**src/rtl/stc_pkg.sv**
```systemverilog
// Package for the sixteen-bit timer/counter: offsets, fields, reset values, types
package stc_pkg;

  // Register indices on the plain register port
  localparam logic [2:0] ADDR_CONTROL   = 3'h0;
  localparam logic [2:0] ADDR_COUNT_LO  = 3'h1;
  localparam logic [2:0] ADDR_COUNT_HI  = 3'h2;
  localparam logic [2:0] ADDR_IRQ_STAT  = 3'h3;
  localparam logic [2:0] ADDR_IRQ_MASK  = 3'h4;
  localparam logic [2:0] ADDR_AUX_CTRL  = 3'h5;
  localparam logic [2:0] ADDR_CMP_LO    = 3'h6;
  localparam logic [2:0] ADDR_CMP_HI    = 3'h7;

  // Control register field positions
  localparam int CTL_ON_BIT      = 0;
  localparam int CTL_CS_BIT      = 1;
  localparam int CTL_SYNC_BIT    = 2;
  localparam int CTL_TB_LO_BIT   = 3;
  localparam int CTL_PS_LSB      = 4;
  localparam int CTL_TB_HI_BIT   = 6;
  localparam int CTL_WIDE_BIT    = 7;

  // Auxiliary control fields: low-power oscillator enable, compare mode
  localparam int AUX_OSC_BIT     = 0;
  localparam int AUX_MODE_LSB    = 4;

  // Interrupt status and mask bit positions
  localparam int IRQ_OVF_BIT     = 0;

  // Reset values
  localparam logic [7:0]  CONTROL_RST = 8'h00;
  localparam logic [7:0]  AUX_RST     = 8'h00;
  localparam logic [7:0]  MASK_RST    = 8'h00;
  localparam logic [15:0] COUNT_RST   = 16'h0000;
  localparam logic [15:0] CMP_RST     = 16'hffff;

  // Instruction clock is the system clock divided by four
  localparam int          INSTR_DIV   = 4;
  localparam logic [1:0]  INSTR_LAST  = 2'(INSTR_DIV - 1);

  // Compare mode code that issues the special-event trigger
  localparam logic [3:0]  MODE_SPECIAL = 4'hb;

  // Prescale selection codes
  typedef enum logic [1:0] {
    STC_PS_1 = 2'b00,
    STC_PS_2 = 2'b01,
    STC_PS_4 = 2'b10,
    STC_PS_8 = 2'b11
  } stc_prescale_e;

  // Register port request
  typedef struct packed {
    logic [2:0] addr;
    logic [7:0] wdata;
    logic       wr;
    logic       rd;
  } stc_req_s;

  // Time-base routing to the capture/compare units
  typedef struct packed {
    logic std_uses_this;
    logic enh_uses_this;
  } stc_timebase_s;

endpackage : stc_pkg

```
**src/rtl/stc_timer.sv**
```systemverilog
// Sixteen-bit timer/counter with prescaler, overflow interrupt and special-event reset
// What this block does
// - Clock source clear: count once per instruction cycle, system clock over four.
// - Clock source set: count rising edges of external input or low-power oscillator.
// - Prescale field 00,01,10,11 divides count clock by 1,2,4,8.
// - Sync bit set bypasses external synchronisation; clear synchronises; ignored internally.
// - Counter stopped after reset; on bit 0 starts it, clearing halts it.
// - Control bit 7 picks one 16-bit access or two 8-bit accesses.
// - Time-base field: 1x both units, 01 enhanced unit, 00 other timer.
// - Count is sixteen bits in readable, writable low and high bytes.
// - Rollover from ffff to 0000 latches the overflow flag.
// - Overflow interrupt raised only while its enable bit is set.
// - Special-event trigger in compare mode 1011 resets the counter.
// - Special-event reset never sets the overflow flag.
// - Software write in the trigger cycle wins over the reset.
// - In special-event mode compare value is the period; count restarts on match.
// - Oscillator enable forces both oscillator pins to inputs regardless of direction.
//
// Implementation choices: the address map and strobed register access.
`timescale 1ns/1ps
`default_nettype none

module stc_timer (
  // Clock and reset
  input  wire logic                   mclk_in,
  input  wire logic                   reset_n_in,
  // Register port
  input  wire stc_pkg::stc_req_s      req_in,
  output logic [7:0]                  rdata_out,
  // External count sources (asynchronous pins)
  input  wire logic                   ext_count_input_in,
  input  wire logic                   lowpower_osc_in,
  // Capture/compare unit side
  input  wire logic                   special_trigger_in,
  output logic [15:0]                 count_out,
  output stc_pkg::stc_timebase_s      timebase_out,
  // Oscillator pin direction control
  input  wire logic [1:0]             port_direction_in,
  output logic [1:0]                  osc_pin_input_out,
  // Interrupt
  output logic                        irq_out
);

  // Register state
  logic [7:0]  ctrl_q,    ctrl_d;
  logic [7:0]  aux_q,     aux_d;
  logic [7:0]  mask_q,    mask_d;
  logic [7:0]  stat_q,    stat_d;
  logic [15:0] count_q,   count_d;
  logic [15:0] cmp_q,     cmp_d;
  logic [7:0]  hi_buf_q,  hi_buf_d;
  logic [7:0]  rd_buf_q,  rd_buf_d;
  logic [7:0]  rdata_q,   rdata_d;
  logic [1:0]  div4_q,    div4_d;
  logic [2:0]  pre_q,     pre_d;
  logic [2:0]  ext_sync_q;
  logic        ext_prev_q;
  logic        raw_prev_q;

  // Control fields
  wire logic       counter_on          = ctrl_q[stc_pkg::CTL_ON_BIT];
  wire logic       clock_source_select = ctrl_q[stc_pkg::CTL_CS_BIT];
  wire logic       ext_sync_bypass     = ctrl_q[stc_pkg::CTL_SYNC_BIT];
  wire logic       wide_access_enable  = ctrl_q[stc_pkg::CTL_WIDE_BIT];
  wire logic [1:0] prescale_select     = ctrl_q[stc_pkg::CTL_PS_LSB +: 2];
  wire logic       timebase_select_hi  = ctrl_q[stc_pkg::CTL_TB_HI_BIT];
  wire logic       timebase_select_lo  = ctrl_q[stc_pkg::CTL_TB_LO_BIT];
  wire logic       lowpower_osc_enable = aux_q[stc_pkg::AUX_OSC_BIT];
  wire logic [3:0] compare_unit_mode   = aux_q[stc_pkg::AUX_MODE_LSB +: 4];

  // Address decode
  function automatic logic hit(input stc_pkg::stc_req_s r, input logic [2:0] a);
    hit = (r.addr == a);
  endfunction : hit

  wire logic wr_ctrl = req_in.wr && hit(req_in, stc_pkg::ADDR_CONTROL);
  wire logic wr_lo   = req_in.wr && hit(req_in, stc_pkg::ADDR_COUNT_LO);
  wire logic wr_hi   = req_in.wr && hit(req_in, stc_pkg::ADDR_COUNT_HI);
  wire logic wr_stat = req_in.wr && hit(req_in, stc_pkg::ADDR_IRQ_STAT);
  wire logic wr_mask = req_in.wr && hit(req_in, stc_pkg::ADDR_IRQ_MASK);
  wire logic wr_aux  = req_in.wr && hit(req_in, stc_pkg::ADDR_AUX_CTRL);
  wire logic wr_cl   = req_in.wr && hit(req_in, stc_pkg::ADDR_CMP_LO);
  wire logic wr_ch   = req_in.wr && hit(req_in, stc_pkg::ADDR_CMP_HI);
  wire logic rd_lo   = req_in.rd && hit(req_in, stc_pkg::ADDR_COUNT_LO);

  // External source: oscillator when enabled, else the count pin
  wire logic ext_raw = lowpower_osc_enable ? lowpower_osc_in : ext_count_input_in;

  // Synchronised edge needs stages two and three to agree on a rise
  wire logic ext_sync_rise = ext_sync_q[1] && ext_sync_q[2] && !ext_prev_q;
  // Bypass: raw level sampled once, a shorter path with a metastability risk
  wire logic ext_bypass_rise = ext_raw && !raw_prev_q;
  wire logic ext_tick = ext_sync_bypass ? ext_bypass_rise : ext_sync_rise;
  wire logic int_tick = (div4_q == stc_pkg::INSTR_LAST);
  wire logic src_tick = clock_source_select ? ext_tick : int_tick;

  // Prescaler terminal count per selection
  logic [2:0] pre_last;
  always_comb begin
    case (stc_pkg::stc_prescale_e'(prescale_select))
      stc_pkg::STC_PS_1: pre_last = 3'h0;
      stc_pkg::STC_PS_2: pre_last = 3'h1;
      stc_pkg::STC_PS_4: pre_last = 3'h3;
      stc_pkg::STC_PS_8: pre_last = 3'h7;
      default:           pre_last = 3'h0;
    endcase
  end

  wire logic count_tick = counter_on && src_tick && (pre_q == pre_last);
  wire logic special_mode = (compare_unit_mode == stc_pkg::MODE_SPECIAL);
  // Period match restarts the count and raises the trigger from compare logic
  wire logic period_hit = special_mode && counter_on && (count_q == cmp_q);
  wire logic ev_reset = special_mode && (special_trigger_in || period_hit);
  wire logic rollover = count_tick && (count_q == 16'hffff);

  // Prescaler and instruction divider; prescaler clears on control writes
  always_comb begin
    div4_d = 2'(div4_q + 2'h1);
    pre_d  = pre_q;
    if (wr_ctrl || !counter_on) begin
      pre_d = 3'h0;
    end else if (src_tick) begin
      pre_d = (pre_q == pre_last) ? 3'h0 : 3'(pre_q + 3'h1);
    end
  end

  // Count update: software write beats special-event reset beats increment
  always_comb begin
    count_d  = count_q;
    hi_buf_d = hi_buf_q;
    if (wr_hi) begin
      if (wide_access_enable) begin
        hi_buf_d = req_in.wdata;
      end else begin
        count_d[15:8] = req_in.wdata;
      end
    end
    if (wr_lo) begin
      count_d[7:0] = req_in.wdata;
      if (wide_access_enable) begin
        count_d[15:8] = hi_buf_q;
      end
    end
    if (!(wr_lo || wr_hi)) begin
      if (ev_reset) begin
        count_d = stc_pkg::COUNT_RST;
      end else if (count_tick) begin
        count_d = 16'(count_q + 16'h0001);
      end
    end
  end

  // Status: hardware set wins over write-one-to-clear; events never set it
  always_comb begin
    stat_d = stat_q;
    if (wr_stat) begin
      stat_d = stat_q & ~req_in.wdata;
    end
    if (rollover && !(wr_lo || wr_hi) && !ev_reset) begin
      stat_d[stc_pkg::IRQ_OVF_BIT] = 1'b1;
    end
  end

  // Read mux; low read in wide mode captures the high byte
  always_comb begin
    rd_buf_d = rd_buf_q;
    if (rd_lo && wide_access_enable) begin
      rd_buf_d = count_q[15:8];
    end
    case (req_in.addr)
      stc_pkg::ADDR_CONTROL:  rdata_d = ctrl_q;
      stc_pkg::ADDR_COUNT_LO: rdata_d = count_q[7:0];
      stc_pkg::ADDR_COUNT_HI: rdata_d = wide_access_enable ? rd_buf_q : count_q[15:8];
      stc_pkg::ADDR_IRQ_STAT: rdata_d = stat_q;
      stc_pkg::ADDR_IRQ_MASK: rdata_d = mask_q;
      stc_pkg::ADDR_AUX_CTRL: rdata_d = aux_q;
      stc_pkg::ADDR_CMP_LO:   rdata_d = cmp_q[7:0];
      stc_pkg::ADDR_CMP_HI:   rdata_d = cmp_q[15:8];
      default:                rdata_d = 8'h00;
    endcase
    if (!req_in.rd) begin
      rdata_d = 8'h00;
    end
  end

  // Plain register writes
  assign ctrl_d = wr_ctrl ? req_in.wdata : ctrl_q;
  assign aux_d  = wr_aux  ? req_in.wdata : aux_q;
  assign mask_d = wr_mask ? req_in.wdata : mask_q;
  assign cmp_d  = {wr_ch ? req_in.wdata : cmp_q[15:8], wr_cl ? req_in.wdata : cmp_q[7:0]};

  // Control and data registers
  always_ff @(posedge mclk_in or negedge reset_n_in) begin
    if (!reset_n_in) begin
      ctrl_q   <= stc_pkg::CONTROL_RST;
      aux_q    <= stc_pkg::AUX_RST;
      mask_q   <= stc_pkg::MASK_RST;
      stat_q   <= 8'h00;
      count_q  <= stc_pkg::COUNT_RST;
      cmp_q    <= stc_pkg::CMP_RST;
      hi_buf_q <= 8'h00;
      rd_buf_q <= 8'h00;
      rdata_q  <= 8'h00;
    end else begin
      ctrl_q   <= ctrl_d;
      aux_q    <= aux_d;
      mask_q   <= mask_d;
      stat_q   <= stat_d;
      count_q  <= count_d;
      cmp_q    <= cmp_d;
      hi_buf_q <= hi_buf_d;
      rd_buf_q <= rd_buf_d;
      rdata_q  <= rdata_d;
    end
  end

  // Dividers and input sampling; first sync stage feeds only the second
  always_ff @(posedge mclk_in or negedge reset_n_in) begin
    if (!reset_n_in) begin
      div4_q     <= 2'h0;
      pre_q      <= 3'h0;
      ext_sync_q <= 3'h0;
      ext_prev_q <= 1'b0;
      raw_prev_q <= 1'b0;
    end else begin
      div4_q     <= div4_d;
      pre_q      <= pre_d;
      ext_sync_q <= {ext_sync_q[1:0], ext_raw};
      ext_prev_q <= ext_sync_q[1] && ext_sync_q[2];
      raw_prev_q <= ext_raw;
    end
  end

  // Outputs
  assign rdata_out  = rdata_q;
  assign count_out  = count_q;
  assign irq_out    = |(stat_q & mask_q);
  assign timebase_out.std_uses_this = timebase_select_hi;
  assign timebase_out.enh_uses_this = timebase_select_hi || timebase_select_lo;
  // Oscillator enable overrides the port direction bits
  assign osc_pin_input_out = lowpower_osc_enable ? 2'b11 : port_direction_in;

endmodule : stc_timer

`default_nettype wire

```
**config.mk**
```make
export PLATFORM = sky130hd
export DESIGN_NAME = stc_timer
export DESIGN_NICKNAME = d
export VERILOG_FILES = /design/src/rtl/stc_pkg.sv /design/src/rtl/stc_timer.sv
export SDC_FILE = /design/constraint.sdc
export NUM_CORES = 1
export LEC_CHECK = 0
export BUFFER_PORTS_ARGS = -buffer_cell sky130_fd_sc_hd__buf_2
export CAP_MARGIN = 20
export CELL_PAD_IN_SITES_DETAIL_PLACEMENT = 1
export CELL_PAD_IN_SITES_GLOBAL_PLACEMENT = 1
export CORE_ASPECT_RATIO = 0.9
export CORE_MARGIN = 2
export CORE_UTILIZATION = 47
export CTS_CLUSTER_DIAMETER = 30
export DETAILED_ROUTE_END_ITERATION = 6
export PLACE_DENSITY_LB_ADDON = 0.25
export SYNTH_ARGS = -nofsm -noshare
export SYNTH_HDL_FRONTEND = slang
export SYNTH_SLANG_ARGS = --single-unit
```
**constraint.sdc**
```tcl
create_clock -name mclk_in -period 2.5 [get_ports mclk_in]
set_clock_uncertainty 0.1 [all_clocks]
set_input_delay 0.75 -clock mclk_in [delete_from_list [all_inputs] [get_ports mclk_in]]
set_output_delay 0.75 -clock mclk_in [all_outputs]
set_load 0.005 [all_outputs]
```
# Yosys cells after proc, flatten, opt, wreduce, memory -nomap -nowiden

Index checks and enable logic that the tools add are counted.

Bits in registers: 98
Word-level logic and storage cells: 93
Bits of input ports: 20
Output and inout port bits: 29

Equality and inequality tests: 15
Multiplexer cells: 20
Bitwise operators: 3
Reductions and logical operators: 36
Add/sub/neg operators: 3

Operators with widths:

| operator                                                         | count |
|---|---|
| 16-bit 2-to-1 mux                                                | 4 |
| 8-bit case mux with 8 select lines                               | 1 |
| 8-bit 2-to-1 mux                                                 | 5 |
| 1-bit logical AND                                                | 21 |
| 16-bit by 1-bit adder with 16-bit output (second input constant) | 1 |
| 8-bit AND                                                        | 2 |
| 16-bit == test                                                   | 1 |
| 16-bit == test (second input constant)                           | 1 |
| 3-bit == test (second input constant)                            | 4 |
| 3-bit case mux with 4 select lines                               | 1 |
| 3-bit 2-to-1 mux                                                 | 3 |
| 8-bit NOT                                                        | 1 |
| 8-bit OR reduction                                               | 1 |
| 2-bit == test (second input constant)                            | 3 |
| 3-bit by 2-bit == test with 1-bit output (second input constant) | 2 |
| 1-bit zero test                                                  | 5 |
| 1-bit 2-to-1 mux                                                 | 5 |
| 4-bit == test (second input constant)                            | 1 |
| 1-bit logical OR                                                 | 4 |
| 2-bit nonzero test                                               | 2 |
| 3-bit by 1-bit adder with 3-bit output (second input constant)   | 1 |
| 3-bit by 1-bit == test with 1-bit output (second input constant) | 1 |
| 3-bit == test                                                    | 1 |
| 3-bit zero test                                                  | 1 |
| 5 further kinds                                                  | 5 |

# Longest topological paths before layout

Gate-level depths: netlist of run 1.

Depth after elaboration: 10
Depth in mapped cells: 8

# Least setup slack after synthesis of run 1

No wires, ideal clock.

Path kind: input to register
Start: in req_in[10] (netlist name)
End: reg count_q[11] (netlist: count_out[11])
Data arrival time: 2.158 ns
Setup slack: 0.110 ns
Path buffers: 3
Data required time: 2.268 ns
Library setup time: 0.132 ns
Stages: 8
Cell sequence: buf_2 nor4bb_1 buf_2 and2_0 clkbuf_1 a21oi_1 a211oi_1 a211oi_2

Word-level cells in the longest chain between the ends: 8

Ends and longest elaborated chain:

| element                                  | line             | text |
|---|---|---|
| start: declaration                       | stc_timer.sv:28  | `input wire stc_pkg::stc_req_s req_in,` |
| 3-bit by 2-bit == test with 1-bit output | stc_timer.sv:73  | `hit = (r.addr == a);` |
| 1-bit logical AND                        | stc_timer.sv:78  | `wire logic wr_hi = req_in.wr && hit(req_in, stc_pkg::ADDR_COUNT_HI);` |
| 8-bit 2-to-1 mux                         | stc_timer.sv:131 | `if (wr_hi) begin` |
| 8-bit 2-to-1 mux                         | stc_timer.sv:140 | `if (wide_access_enable) begin` |
| 16-bit 2-to-1 mux                        | stc_timer.sv:138 | `if (wr_lo) begin` |
| 16-bit 2-to-1 mux                        | stc_timer.sv:147 | `end else if (count_tick) begin` |
| 16-bit 2-to-1 mux                        | stc_timer.sv:145 | `if (ev_reset) begin` |
| 16-bit 2-to-1 mux *                      | stc_timer.sv:144 | `if (!(wr_lo \|\| wr_hi)) begin` |
| via count_d[11]                          | stc_timer.sv:49  | `logic [15:0] count_q, count_d;` |
| end signal: assignment                   | stc_timer.sv:199 | `count_q <= stc_pkg::COUNT_RST;` |
| end signal: assignment                   | stc_timer.sv:209 | `count_q <= count_d;` |
| end: declaration                         | stc_timer.sv:49  |  |

Mark *: on every way through the listed nets, which the timed path passes. The rest lies on a longest branch.
A chain may end at the register's enable or synchronous reset.

# Worst setup path in the final report of run 1

Start: reg aux_q[0]
End: reg count_q[3] (netlist: count_out[3])

Word-level cells in the longest chain between the ends: 9

Ends and longest elaborated chain:

| element                        | line             | text |
|---|---|---|
| start: declaration             | stc_timer.sv:46  | `logic [7:0] aux_q, aux_d;` |
| start signal: assignment       | stc_timer.sv:196 | `aux_q <= stc_pkg::AUX_RST;` |
| start signal: assignment       | stc_timer.sv:206 | `aux_q <= aux_d;` |
| 1-bit 2-to-1 mux               | stc_timer.sv:87  | `wire logic ext_raw = lowpower_osc_enable ? lowpower_osc_in : ext_count_input_in;` |
| 1-bit logical AND              | stc_timer.sv:92  | `wire logic ext_bypass_rise = ext_raw && !raw_prev_q;` |
| 1-bit 2-to-1 mux               | stc_timer.sv:93  | `wire logic ext_tick = ext_sync_bypass ? ext_bypass_rise : ext_sync_rise;` |
| 1-bit 2-to-1 mux               | stc_timer.sv:95  | `wire logic src_tick = clock_source_select ? ext_tick : int_tick;` |
| 1-bit logical AND (2 in a row) | stc_timer.sv:109 | `wire logic count_tick = counter_on && src_tick && (pre_q == pre_last);` |
| 16-bit 2-to-1 mux              | stc_timer.sv:147 |  |
| 16-bit 2-to-1 mux              | stc_timer.sv:145 |  |
| 16-bit 2-to-1 mux              | stc_timer.sv:144 |  |
| via count_d[3]                 | stc_timer.sv:49  |  |

The timed path passes the listed nets, and every way through them passes these cells.

==> results.sh, run 1 <==
export IMPL_run_status="finished, final reports clean"
export IMPL_die_height_um=103
export IMPL_hold_path_class="input pin to asynchronous set/reset pin"
export IMPL_yosysUniqueCellTypes=61
export IMPL_cp_required_ps=2650
export IMPL_synthFlopType="dfrtp_1"
export IMPL_synthTopCellsByArea="dfrtp_1 39%, mux2_2 12%, dfstp_2 8.1%, xor2_1 3.7%, mux2i_1 2.7%"
export IMPL_cp_num_buf_inv=1
export IMPL_die_area_um2=11800
export IMPL_met3_length_um=1060
export IMPL_finalCriticalPeriod_ps=2260
export IMPL_final_period_utilization_pct=90.4
export IMPL_postRouteAntennaNets=0
export IMPL_power_density_nw_per_um2=936
export IMPL_initial_core_util_pct=47.9
export IMPL_pin_count=49
export IMPL_cpPeakStageDelay_ps=450
export IMPL_synth_top_area_cell="dfrtp_1"
export IMPL_cts_root_buf="clkbuf_16"
export IMPL_fillCellCount=1169
export IMPL_crit_chain="mux2i_1 > o311a_1 > nor2_1 > nand3_2 > buf_4 > o31a_1 > a31oi_1"
export IMPL_ff2ff_setup_slack_ps=240
export IMPL_worstMarginPinSlew_ps=516
export IMPL_coreArea_um2=10800
export IMPL_cts_reportedPaths_clkPinSlew_ps=70
export IMPL_leakage_nw=2.70
export IMPL_area_delta_synth_final_pct=19.3
export IMPL_pre_cts_ws_ps=-27.8
export IMPL_nets=571
export IMPL_clk_latency_ps=350
export IMPL_cp_arrival_ps=2410
export IMPL_fin_util_pct=57.2
export IMPL_grt_pass1_wl_um=26300
export IMPL_drive_gt1_share_pct=36.2
export IMPL_cts_tree="yes"
export IMPL_dpl_cell_count=670
export IMPL_fin_cells=686
export IMPL_portBuffers=48
export IMPL_synth_seq_cells=97
export IMPL_syn_area_um2=5160
export IMPL_dr_wl_met2_um=8140
export IMPL_crit_family="compound AO/OA/AOI/OAI gates"
export IMPL_max_freq_mhz=442
export IMPL_ys_seq_area_share_pct=47.4
export IMPL_reg2reg_from="aux_q[0]$_DFFE_PN0P_"
export IMPL_ctsResizeCount=0
export IMPL_synth_fp_nets=500
export IMPL_routedWlPerCell_um=24.8
export IMPL_ff2ff_path_depth=7
export IMPL_avgSynthCellArea_um2=10.8
export IMPL_drt_total_wl_um=17000
export IMPL_final_setup_viol_count=0
export IMPL_num_vias=4285
export IMPL_synthTopCellsByCount="81 x dfrtp_1, 55 x mux2_2, 35 x nand2_1"
export IMPL_max_slew_margin_pct=65.5
export IMPL_slew_violations=0
export IMPL_place_area_um2=5860
export IMPL_timing_rr_end="count_out[3]$_DFF_PN0_"
export IMPL_dp_final_hpwl_um=12400
export IMPL_rsz0062_at_grt="false"
export IMPL_drc_errors=0
export IMPL_overflow=0
export IMPL_synth_edf_count=0
export IMPL_synthCells=477
export IMPL_dr_pass1_iters=5
export IMPL_gp_congestion=0.903
export IMPL_worst_slack_ps=239
export IMPL_ctsHoldBuffers=0
export IMPL_drt_iter0_markers=351
export IMPL_final_area_um2=6150
export IMPL_crit_type="flip-flop to flip-flop"
export IMPL_postCtsSetupRepairBufs=0
export IMPL_top_layer="met4"
export IMPL_grt_pass1_vias=4460
export IMPL_die_width_um=114
export IMPL_cp_end_kind="flip-flop"
export IMPL_yosysMostFrequentCell="dfrtp_1"
export IMPL_async_flop_share_pct=100
export IMPL_rows=36
export IMPL_antenna_found_initial=0
export IMPL_drt_met1_wl_um=7380
export IMPL_ir_drop_mv=0.482
export IMPL_cts_buffers_inserted=9
export IMPL_antennaDiodeCount=0
export IMPL_cp_slowest_cell="dfrtp_1"
export IMPL_path_max_fanout=15
export IMPL_yosysTopAreaCellShare_pct=39.3
export IMPL_clock_sinks=97
export IMPL_cp_start_kind="flip-flop"
export IMPL_gr_usage_all_layers_pct=30.4
export IMPL_cts_htree_levels=3
export IMPL_grt_max_degree=51
export IMPL_vias_per_cell=6.25
export IMPL_cts_path_max_buffers=2
export IMPL_cap_violations=0
export IMPL_p_total_mw=5.76
export IMPL_yosys_warnings=0
export IMPL_hold_violations=0
[flip-flops by register name, indices dropped and copies added (netlist names)]
name,count
aux_q,8
cmp_q,16
count_out,16
ctrl_q,8
div4_q,2
ext_prev_q,1
ext_sync_q,3
hi_buf_q,8
mask_q,8
pre_q,3
rd_buf_q,8
rdata_out,8
stat_q,8
[area by class of cell]
type	instances	area [µm²]	area share [%]
multi-input cells	334	2510	40.8
well taps	133	166	2.70
repair buffers	97	698	11.3
flip-flops and latches	97	2450	39.8
clock buffers	11	243	3.94
clock inverters	5	53.8	0.874
inverters	9	33.8	0.549
[how the worst max path moves through the flow]
stage,start,to,cells after the start
global placement,lowpower_osc_in,count_out[7]$_DFF_PN0_,8
global route,aux_q[0]$_DFFE_PN0P_,count_out[10]$_DFF_PN0_,7
CTS,aux_q[0]$_DFFE_PN0P_,count_out[4]$_DFF_PN0_,7
floorplan,req_in[10],count_out[11]$_DFF_PN0_,8
finish,aux_q[0]$_DFFE_PN0P_,count_out[3]$_DFF_PN0_,7
detailed placement,lowpower_osc_in,count_out[4]$_DFF_PN0_,8
[cells by family (layout without fill, tap and decap cells)]
group,after synthesis,after routing,share of synthesized area (%)
adder cells (fa/ha/maj),3,3,0.728
flip-flops,97,97,47.4
AND/OR/NAND/NOR,133,133,13.8
multiplexers,74,74,16.9
XOR/XNOR,26,26,4.41
AO/OA/AOI/OAI,98,98,12.8
buffers and inverters,46,122,3.88
[report_power, final]
group / internal [mW] / leakage [nW] / switching (mW) / total [mW]
clock: 0.802 / 0.150 / 0.616 / 1.42
sequential: 2.00 / 1.19 / 0.446 / 2.45
combinational: 0.899 / 1.36 / 0.994 / 1.89
[metrics by stage]
step / setup TNS (ps) / hold slack (ps)
floorplan: 0 / 255
global placement: 0 / 281
detailed placement: -27.8 / 280
CTS: 0 / 206
global route: 0 / 213
finish: 0 / 202
[routing by layer]
metal	track usage, %	vias to the layer above
li1	-	1889
met1	40.7	2189
met2	48.9	172
met3	7.63	35
met4	9.85	0
met5	0	-
[cell usage in the layout (no fill, tap or decap), types with 3 or more instances in the layout]
cell type / instances
inv_1: 9
a21oi_1: 22
ha_1: 3
a22oi_1: 8
nor3_1: 6
and3_1: 3
dfrtp_1: 81
or2_2: 3
o21ai_0: 19
mux2i_1: 14
mux4_2: 5
mux2_2: 55
nand4_1: 8
nand2_1: 35
nand2b_1: 3
nor2_1: 21
xor2_1: 22
a211oi_1: 11
nand3_1: 17
a31oi_1: 5
a21boi_0: 7
buf_2: 47
clkbuf_16: 9
buf_4: 43
nor2b_1: 4
xnor2_1: 4
clkinv_2: 3
nor4_1: 5
a32oi_1: 4
or3_1: 8
a221oi_1: 6
dfstp_2: 16
buf_12: 7
No activity file was read; power rests on OpenSTA's default activity.
==> inputs of run 2 (changes only) <==
--- a/config.mk
+++ b/config.mk
@@ -15,6 +15,8 @@
 export CTS_CLUSTER_DIAMETER = 30
 export DETAILED_ROUTE_END_ITERATION = 6
 export PLACE_DENSITY_LB_ADDON = 0.25
+export RECOVER_POWER = 25
+export SLEW_MARGIN = 30
 export SYNTH_ARGS = -nofsm -noshare
 export SYNTH_HDL_FRONTEND = slang
 export SYNTH_SLANG_ARGS = --single-unit
==> results.sh, run 2 (same netlist as run 1, synthesis figures left out) <==
export IMPL_hold_path_class="flip-flop to flip-flop"
export IMPL_path_max_fanout=15
export IMPL_gr_usage_all_layers_pct=30.4
export IMPL_drc_errors=0
export IMPL_dp_final_hpwl_um=12400
export IMPL_portBuffers=48
export IMPL_p_int_mw=3.70
export IMPL_antennaDiodeCount=0
export IMPL_drive_gt1_share_pct=36.0
export IMPL_cp_required_ps=2650
export IMPL_critPathLaunch="aux_q[0]$_DFFE_PN0P_"
export IMPL_max_slew_margin_pct=-1.49
export IMPL_cts_buffers_inserted=9
export IMPL_initial_core_util_pct=47.9
export IMPL_p_comb_share_pct=32.9
export IMPL_nets=571
export IMPL_overflow=0
export IMPL_run_status="finished, violations left"
export IMPL_final_common_cell="dfrtp_1"
export IMPL_clk_latency_ps=360
export IMPL_num_vias=4286
export IMPL_p_clk_share_pct=24.6
export IMPL_fillCellCount=1171
export IMPL_cpPeakStageDelay_ps=440
export IMPL_ctsResizeCount=0
export IMPL_power_frac_seq_pct=42.5
export IMPL_violations="max-capacitance violations, max-slew violations"
export IMPL_cts_htree_levels=3
export IMPL_dpl_cell_count=670
export IMPL_holdPathEnd="ext_sync_q[1]$_DFF_PN0_"
export IMPL_worst_slack_ps=240
export IMPL_dr_pass1_iters=5
export IMPL_rsz0062_at_grt="false"
export IMPL_gp_congestion=0.903
export IMPL_hold_depth=0
export IMPL_crit_type="flip-flop to flip-flop"
export IMPL_postRouteAntennaNets=0
export IMPL_cts_tree="yes"
export IMPL_swShare_pct=35.7
export IMPL_grt_pass1_wl_um=26300
export IMPL_leakage_nw=2.69
export IMPL_cap_violations=1
export IMPL_pre_cts_ws_ps=-27.8
export IMPL_final_setup_viol_count=0
export IMPL_reg2reg_from="aux_q[0]$_DFFE_PN0P_"
export IMPL_timing_rr_end="count_out[3]$_DFF_PN0_"
export IMPL_die_height_um=103
export IMPL_most_common_layout_cells="81 x dfrtp_1, 55 x mux2_2, 47 x buf_2"
export IMPL_die_area_um2=11800
export IMPL_cts_reportedPaths_clkPinSlew_ps=70
export IMPL_max_freq_mhz=442
export IMPL_slew_violations=21
export IMPL_clock_sinks=97
export IMPL_power_density_nw_per_um2=937
export IMPL_fin_cells=686
export IMPL_cp_slowest_cell="dfrtp_1"
export IMPL_hp_start="ext_sync_q[0]$_DFF_PN0_"
export IMPL_crit_chain="mux2i_1 > o311a_1 > nor2_1 > nand3_2 > buf_4 > o31a_1 > a31oi_1"
export IMPL_grt_max_degree=51
export IMPL_routedWlPerCell_um=24.8
export IMPL_holdWs_ps=298
export IMPL_area_delta_synth_final_pct=19.2
export IMPL_cts_root_buf="clkbuf_16"
export IMPL_ff2ff_path_depth=7
export IMPL_die_width_um=114
export IMPL_p_sw_mw=2.06
export IMPL_pin_count=49
export IMPL_cp_arrival_ps=2410
export IMPL_ir_drop_mv=0.482
export IMPL_cp_start_kind="flip-flop"
export IMPL_cp_end_kind="flip-flop"
export IMPL_ctsHoldBuffers=0
export IMPL_drt_iter0_markers=351
export IMPL_hold_violations=0
export IMPL_antenna_found_initial=0
export IMPL_worstMarginPinSlew_ps=1520
export IMPL_postCtsSetupRepairBufs=0
export IMPL_cts_path_max_buffers=2
export IMPL_rows=36
export IMPL_vias_per_cell=6.25
export IMPL_drt_total_wl_um=17000
export IMPL_grt_pass1_vias=4460
export IMPL_coreArea_um2=10800
export IMPL_final_period_utilization_pct=90.4
export IMPL_finalCriticalPeriod_ps=2260
export IMPL_ff2ff_setup_slack_ps=240
-- run 2: layout make-up --
type / instances / area (µm²) / share of cell area, %
Timing Repair Buffer: 97 / 694 / 11.3
Multi-Input combinational cell: 334 / 2510 / 40.8
Clock inverter: 5 / 53.8 / 0.875
Tap cell: 133 / 166 / 2.71
Clock buffer: 11 / 243 / 3.95
Sequential cell: 97 / 2450 / 39.8
Inverter: 9 / 33.8 / 0.549
-- run 2: metal layers --
metal  global-route usage (%)  vias to the layer above  part of all wire, %
met2                     48.9                      166                   48
met4                     9.85                        0                  2.5
li1                         -                     1888                    -
met3                     7.63                       35                  6.0
met1                     40.7                     2197                   44
met5                        0                        -                    0
-- run 2: power groups by stage --
stage | Combinational [mW] | Sequential, mW | Clock [mW]
final | 1.89 | 2.45 | 1.42
after global routing | 2.05 | 2.50 | 1.50
after CTS | 1.88 | 2.44 | 1.45
after detailed placement | 1.86 | 2.47 | 0
after global placement | 1.78 | 2.44 | 0
after floorplan | 1.13 | 2.27 | 0
-- run 2: worst max-delay path by stage --
stage                                    endpoint  slack (ps)  cells past startpoint
final                      count_out[3]$_DFF_PN0_         240                      7
after global routing      count_out[10]$_DFF_PN0_         170                      7
after CTS                  count_out[4]$_DFF_PN0_         280                      7
after detailed placement   count_out[4]$_DFF_PN0_         -30                      8
after global placement     count_out[7]$_DFF_PN0_          60                      8
after floorplan           count_out[11]$_DFF_PN0_         110                      8
-- run 2: metrics by stage --
step	total power [mW]	TNS [ps]	area, µm²	util [%]
floorplan	3.40	0	5160	-
global placement	4.22	0	5860	54.4
detailed placement	4.33	-27.8	5860	54.4
CTS	5.78	0	6150	57.2
global route	6.05	0	6150	57.1
finish	5.76	0	6150	57.1
-- run 2: critical path, delay by kind of cell, from the launching register on --
family	cells	cell delay, ps
buffers and inverters	1	200
DFF	1	440
AOI/OAI and AO/OA	3	890
and+or+nand+nor	2	350
muxes	1	160
==> inputs of run 3 (changes only) <==
--- a/config.mk
+++ b/config.mk
@@ -14,6 +14,7 @@
 export CORE_UTILIZATION = 47
 export CTS_CLUSTER_DIAMETER = 30
 export DETAILED_ROUTE_END_ITERATION = 6
+export MAX_ROUTING_LAYER = met4
 export PLACE_DENSITY_LB_ADDON = 0.25
 export RECOVER_POWER = 25
 export SLEW_MARGIN = 30
==> results.sh, run 3 (same netlist as run 1, synthesis figures left out) <==
export IMPL_violations="max-capacitance violations, max-slew violations"
export IMPL_postCtsSetupRepairBufs=0
export IMPL_final_area_um2=6080
export IMPL_cap_violations=1
export IMPL_area_delta_synth_final_pct=17.8
export IMPL_p_total_mw=5.64
export IMPL_leakage_nw=2.65
export IMPL_hold_path_class="flip-flop to flip-flop"
export IMPL_cts_htree_levels=3
export IMPL_p_clk_share_pct=23.0
export IMPL_nets=567
export IMPL_grt_pass1_wl_um=26300
export IMPL_use_met2_pct=50.1
export IMPL_place_area_um2=5810
export IMPL_die_height_um=103
export IMPL_cp_end_kind="flip-flop"
export IMPL_final_common_cell="dfrtp_1"
export IMPL_vias_per_cell=6.35
export IMPL_initial_core_util_pct=47.9
export IMPL_rsz0062_at_grt="false"
export IMPL_most_common_layout_cells="81 x dfrtp_1, 55 x mux2_2, 47 x buf_2"
export IMPL_grt_pass1_vias=4524
export IMPL_clock_sinks=97
export IMPL_path_max_fanout=14
export IMPL_portBuffers=48
export IMPL_p_int_mw=3.60
export IMPL_ctsResizeCount=0
export IMPL_dr_pass1_iters=5
export IMPL_cp_arrival_ps=2490
export IMPL_worstMarginPinSlew_ps=1710
export IMPL_ctsHoldBuffers=0
export IMPL_antenna_found_initial=0
export IMPL_overflow=0
export IMPL_run_status="finished, violations left"
export IMPL_pin_count=49
export IMPL_cts_reportedPaths_clkPinSlew_ps=60
export IMPL_top_usage_layer="met2"
export IMPL_swShare_pct=36.2
export IMPL_gp_congestion=0.892
export IMPL_final_setup_viol_count=0
export IMPL_cpPeakStageDelay_ps=580
export IMPL_max_freq_mhz=422
export IMPL_finalCriticalPeriod_ps=2370
export IMPL_routedWlPerCell_um=25.1
export IMPL_die_area_um2=11800
export IMPL_cts_tree="yes"
export IMPL_drc_errors=0
export IMPL_fin_util_pct=56.5
export IMPL_slew_violations=29
export IMPL_drive_gt1_share_pct=35.2
export IMPL_coreArea_um2=10800
export IMPL_grt_max_degree=30
export IMPL_ir_drop_mv=0.501
export IMPL_die_width_um=114
export IMPL_gr_usage_all_layers_pct=31.0
export IMPL_cp_start_kind="flip-flop"
export IMPL_cp_slowest_cell="dfstp_2"
export IMPL_final_period_utilization_pct=94.8
export IMPL_clk_latency_ps=350
export IMPL_antennaDiodeCount=0
export IMPL_num_vias=4334
export IMPL_max_slew_margin_pct=-13.7
export IMPL_dp_final_hpwl_um=12500
export IMPL_postRouteAntennaNets=0
export IMPL_power_density_nw_per_um2=928
export IMPL_grt_use_met1_pct=40.8
export IMPL_cp_required_ps=2620
export IMPL_crit_type="flip-flop to flip-flop"
export IMPL_p_comb_share_pct=33.8
export IMPL_crit_chain="xor2_1 > nor4_1 > nand3_1 > o22ai_1 > and2_0 > buf_12 > a311oi_1"
export IMPL_met3_usage_pct=5.24
export IMPL_fillCellCount=1172
export IMPL_power_frac_seq_pct=43.2
export IMPL_drt_iter0_markers=400
export IMPL_cts_buffers_inserted=9
export IMPL_rows=36
export IMPL_p_sw_mw=2.04
export IMPL_cts_path_max_buffers=2
export IMPL_hold_violations=0
export IMPL_drt_total_wl_um=17100
export IMPL_cts_root_buf="clkbuf_16"
==> run 3: area by class of cell <==
class | instances | area, µm² | area share [%]
Tap cell | 133 | 166 | 2.74
Clock inverter | 3 | 17.5 | 0.288
Clock buffer | 13 | 250 | 4.12
Timing Repair Buffer | 93 | 652 | 10.7
Inverter | 9 | 33.8 | 0.556
Multi-Input combinational cell | 334 | 2510 | 41.3
Sequential cell | 97 | 2450 | 40.3
==> run 3: worst paths after layout <==
| check | start | endpoint | slack, ps | depth (start not counted) |
|---|---|---|---|---|
| max | cmp_q[12]$_DFFE_PN1P_ | count_out[1]$_DFF_PN0_ | 130 | 7 |
| min | ext_sync_q[0]$_DFF_PN0_ | ext_sync_q[1]$_DFF_PN0_ | 290 | 0 |
| max reg2reg | cmp_q[12]$_DFFE_PN1P_ | count_out[1]$_DFF_PN0_ | 130 | 7 |
| min reg2reg | ext_sync_q[0]$_DFF_PN0_ | ext_sync_q[1]$_DFF_PN0_ | 290 | 0 |
| max in group asynchronous | reset_n_in | stat_q[6]$_DFFE_PN0P_ | 410 | 2 |
| min in group asynchronous | reset_n_in | count_out[15]$_DFF_PN0_ | 740 | 1 |
==> run 3: critical path, delay by kind of cell (launching register included) <==
family,cells,cell delay [ps]
xor gates and xnor gates,1,90
AOI/OAI and AO/OA,2,480
DFF,1,580
and+or+nand+nor,3,790
buffers and inverters,1,170
==> run 3: power groups by stage <==
stage / logic, mW / registers (mW) / clock network, mW
finish: 1.91 / 2.44 / 1.30
global route: 2.07 / 2.47 / 1.35
CTS: 1.90 / 2.43 / 1.31
detailed placement: 1.88 / 2.45 / 0
global placement: 1.78 / 2.42 / 0
floorplan: 1.13 / 2.27 / 0
==> run 3: metal layers <==
metal  routed length [µm]  vias up
met4                  349        0
met2                 8350      133
li1                     -     1875
met3                  929       31
met5                    0        -
met1                 7460     2295
==> run 3: through the flow <==
stage	hold slack (ps)	cells	worst slack [ps]	setup TNS, ps
floorplan	255	477	110	0
global placement	282	666	58.3	0
global route	309	682	85.2	0
finish	293	682	131	0
CTS	244	682	193	0
detailed placement	276	666	-57.7	-281
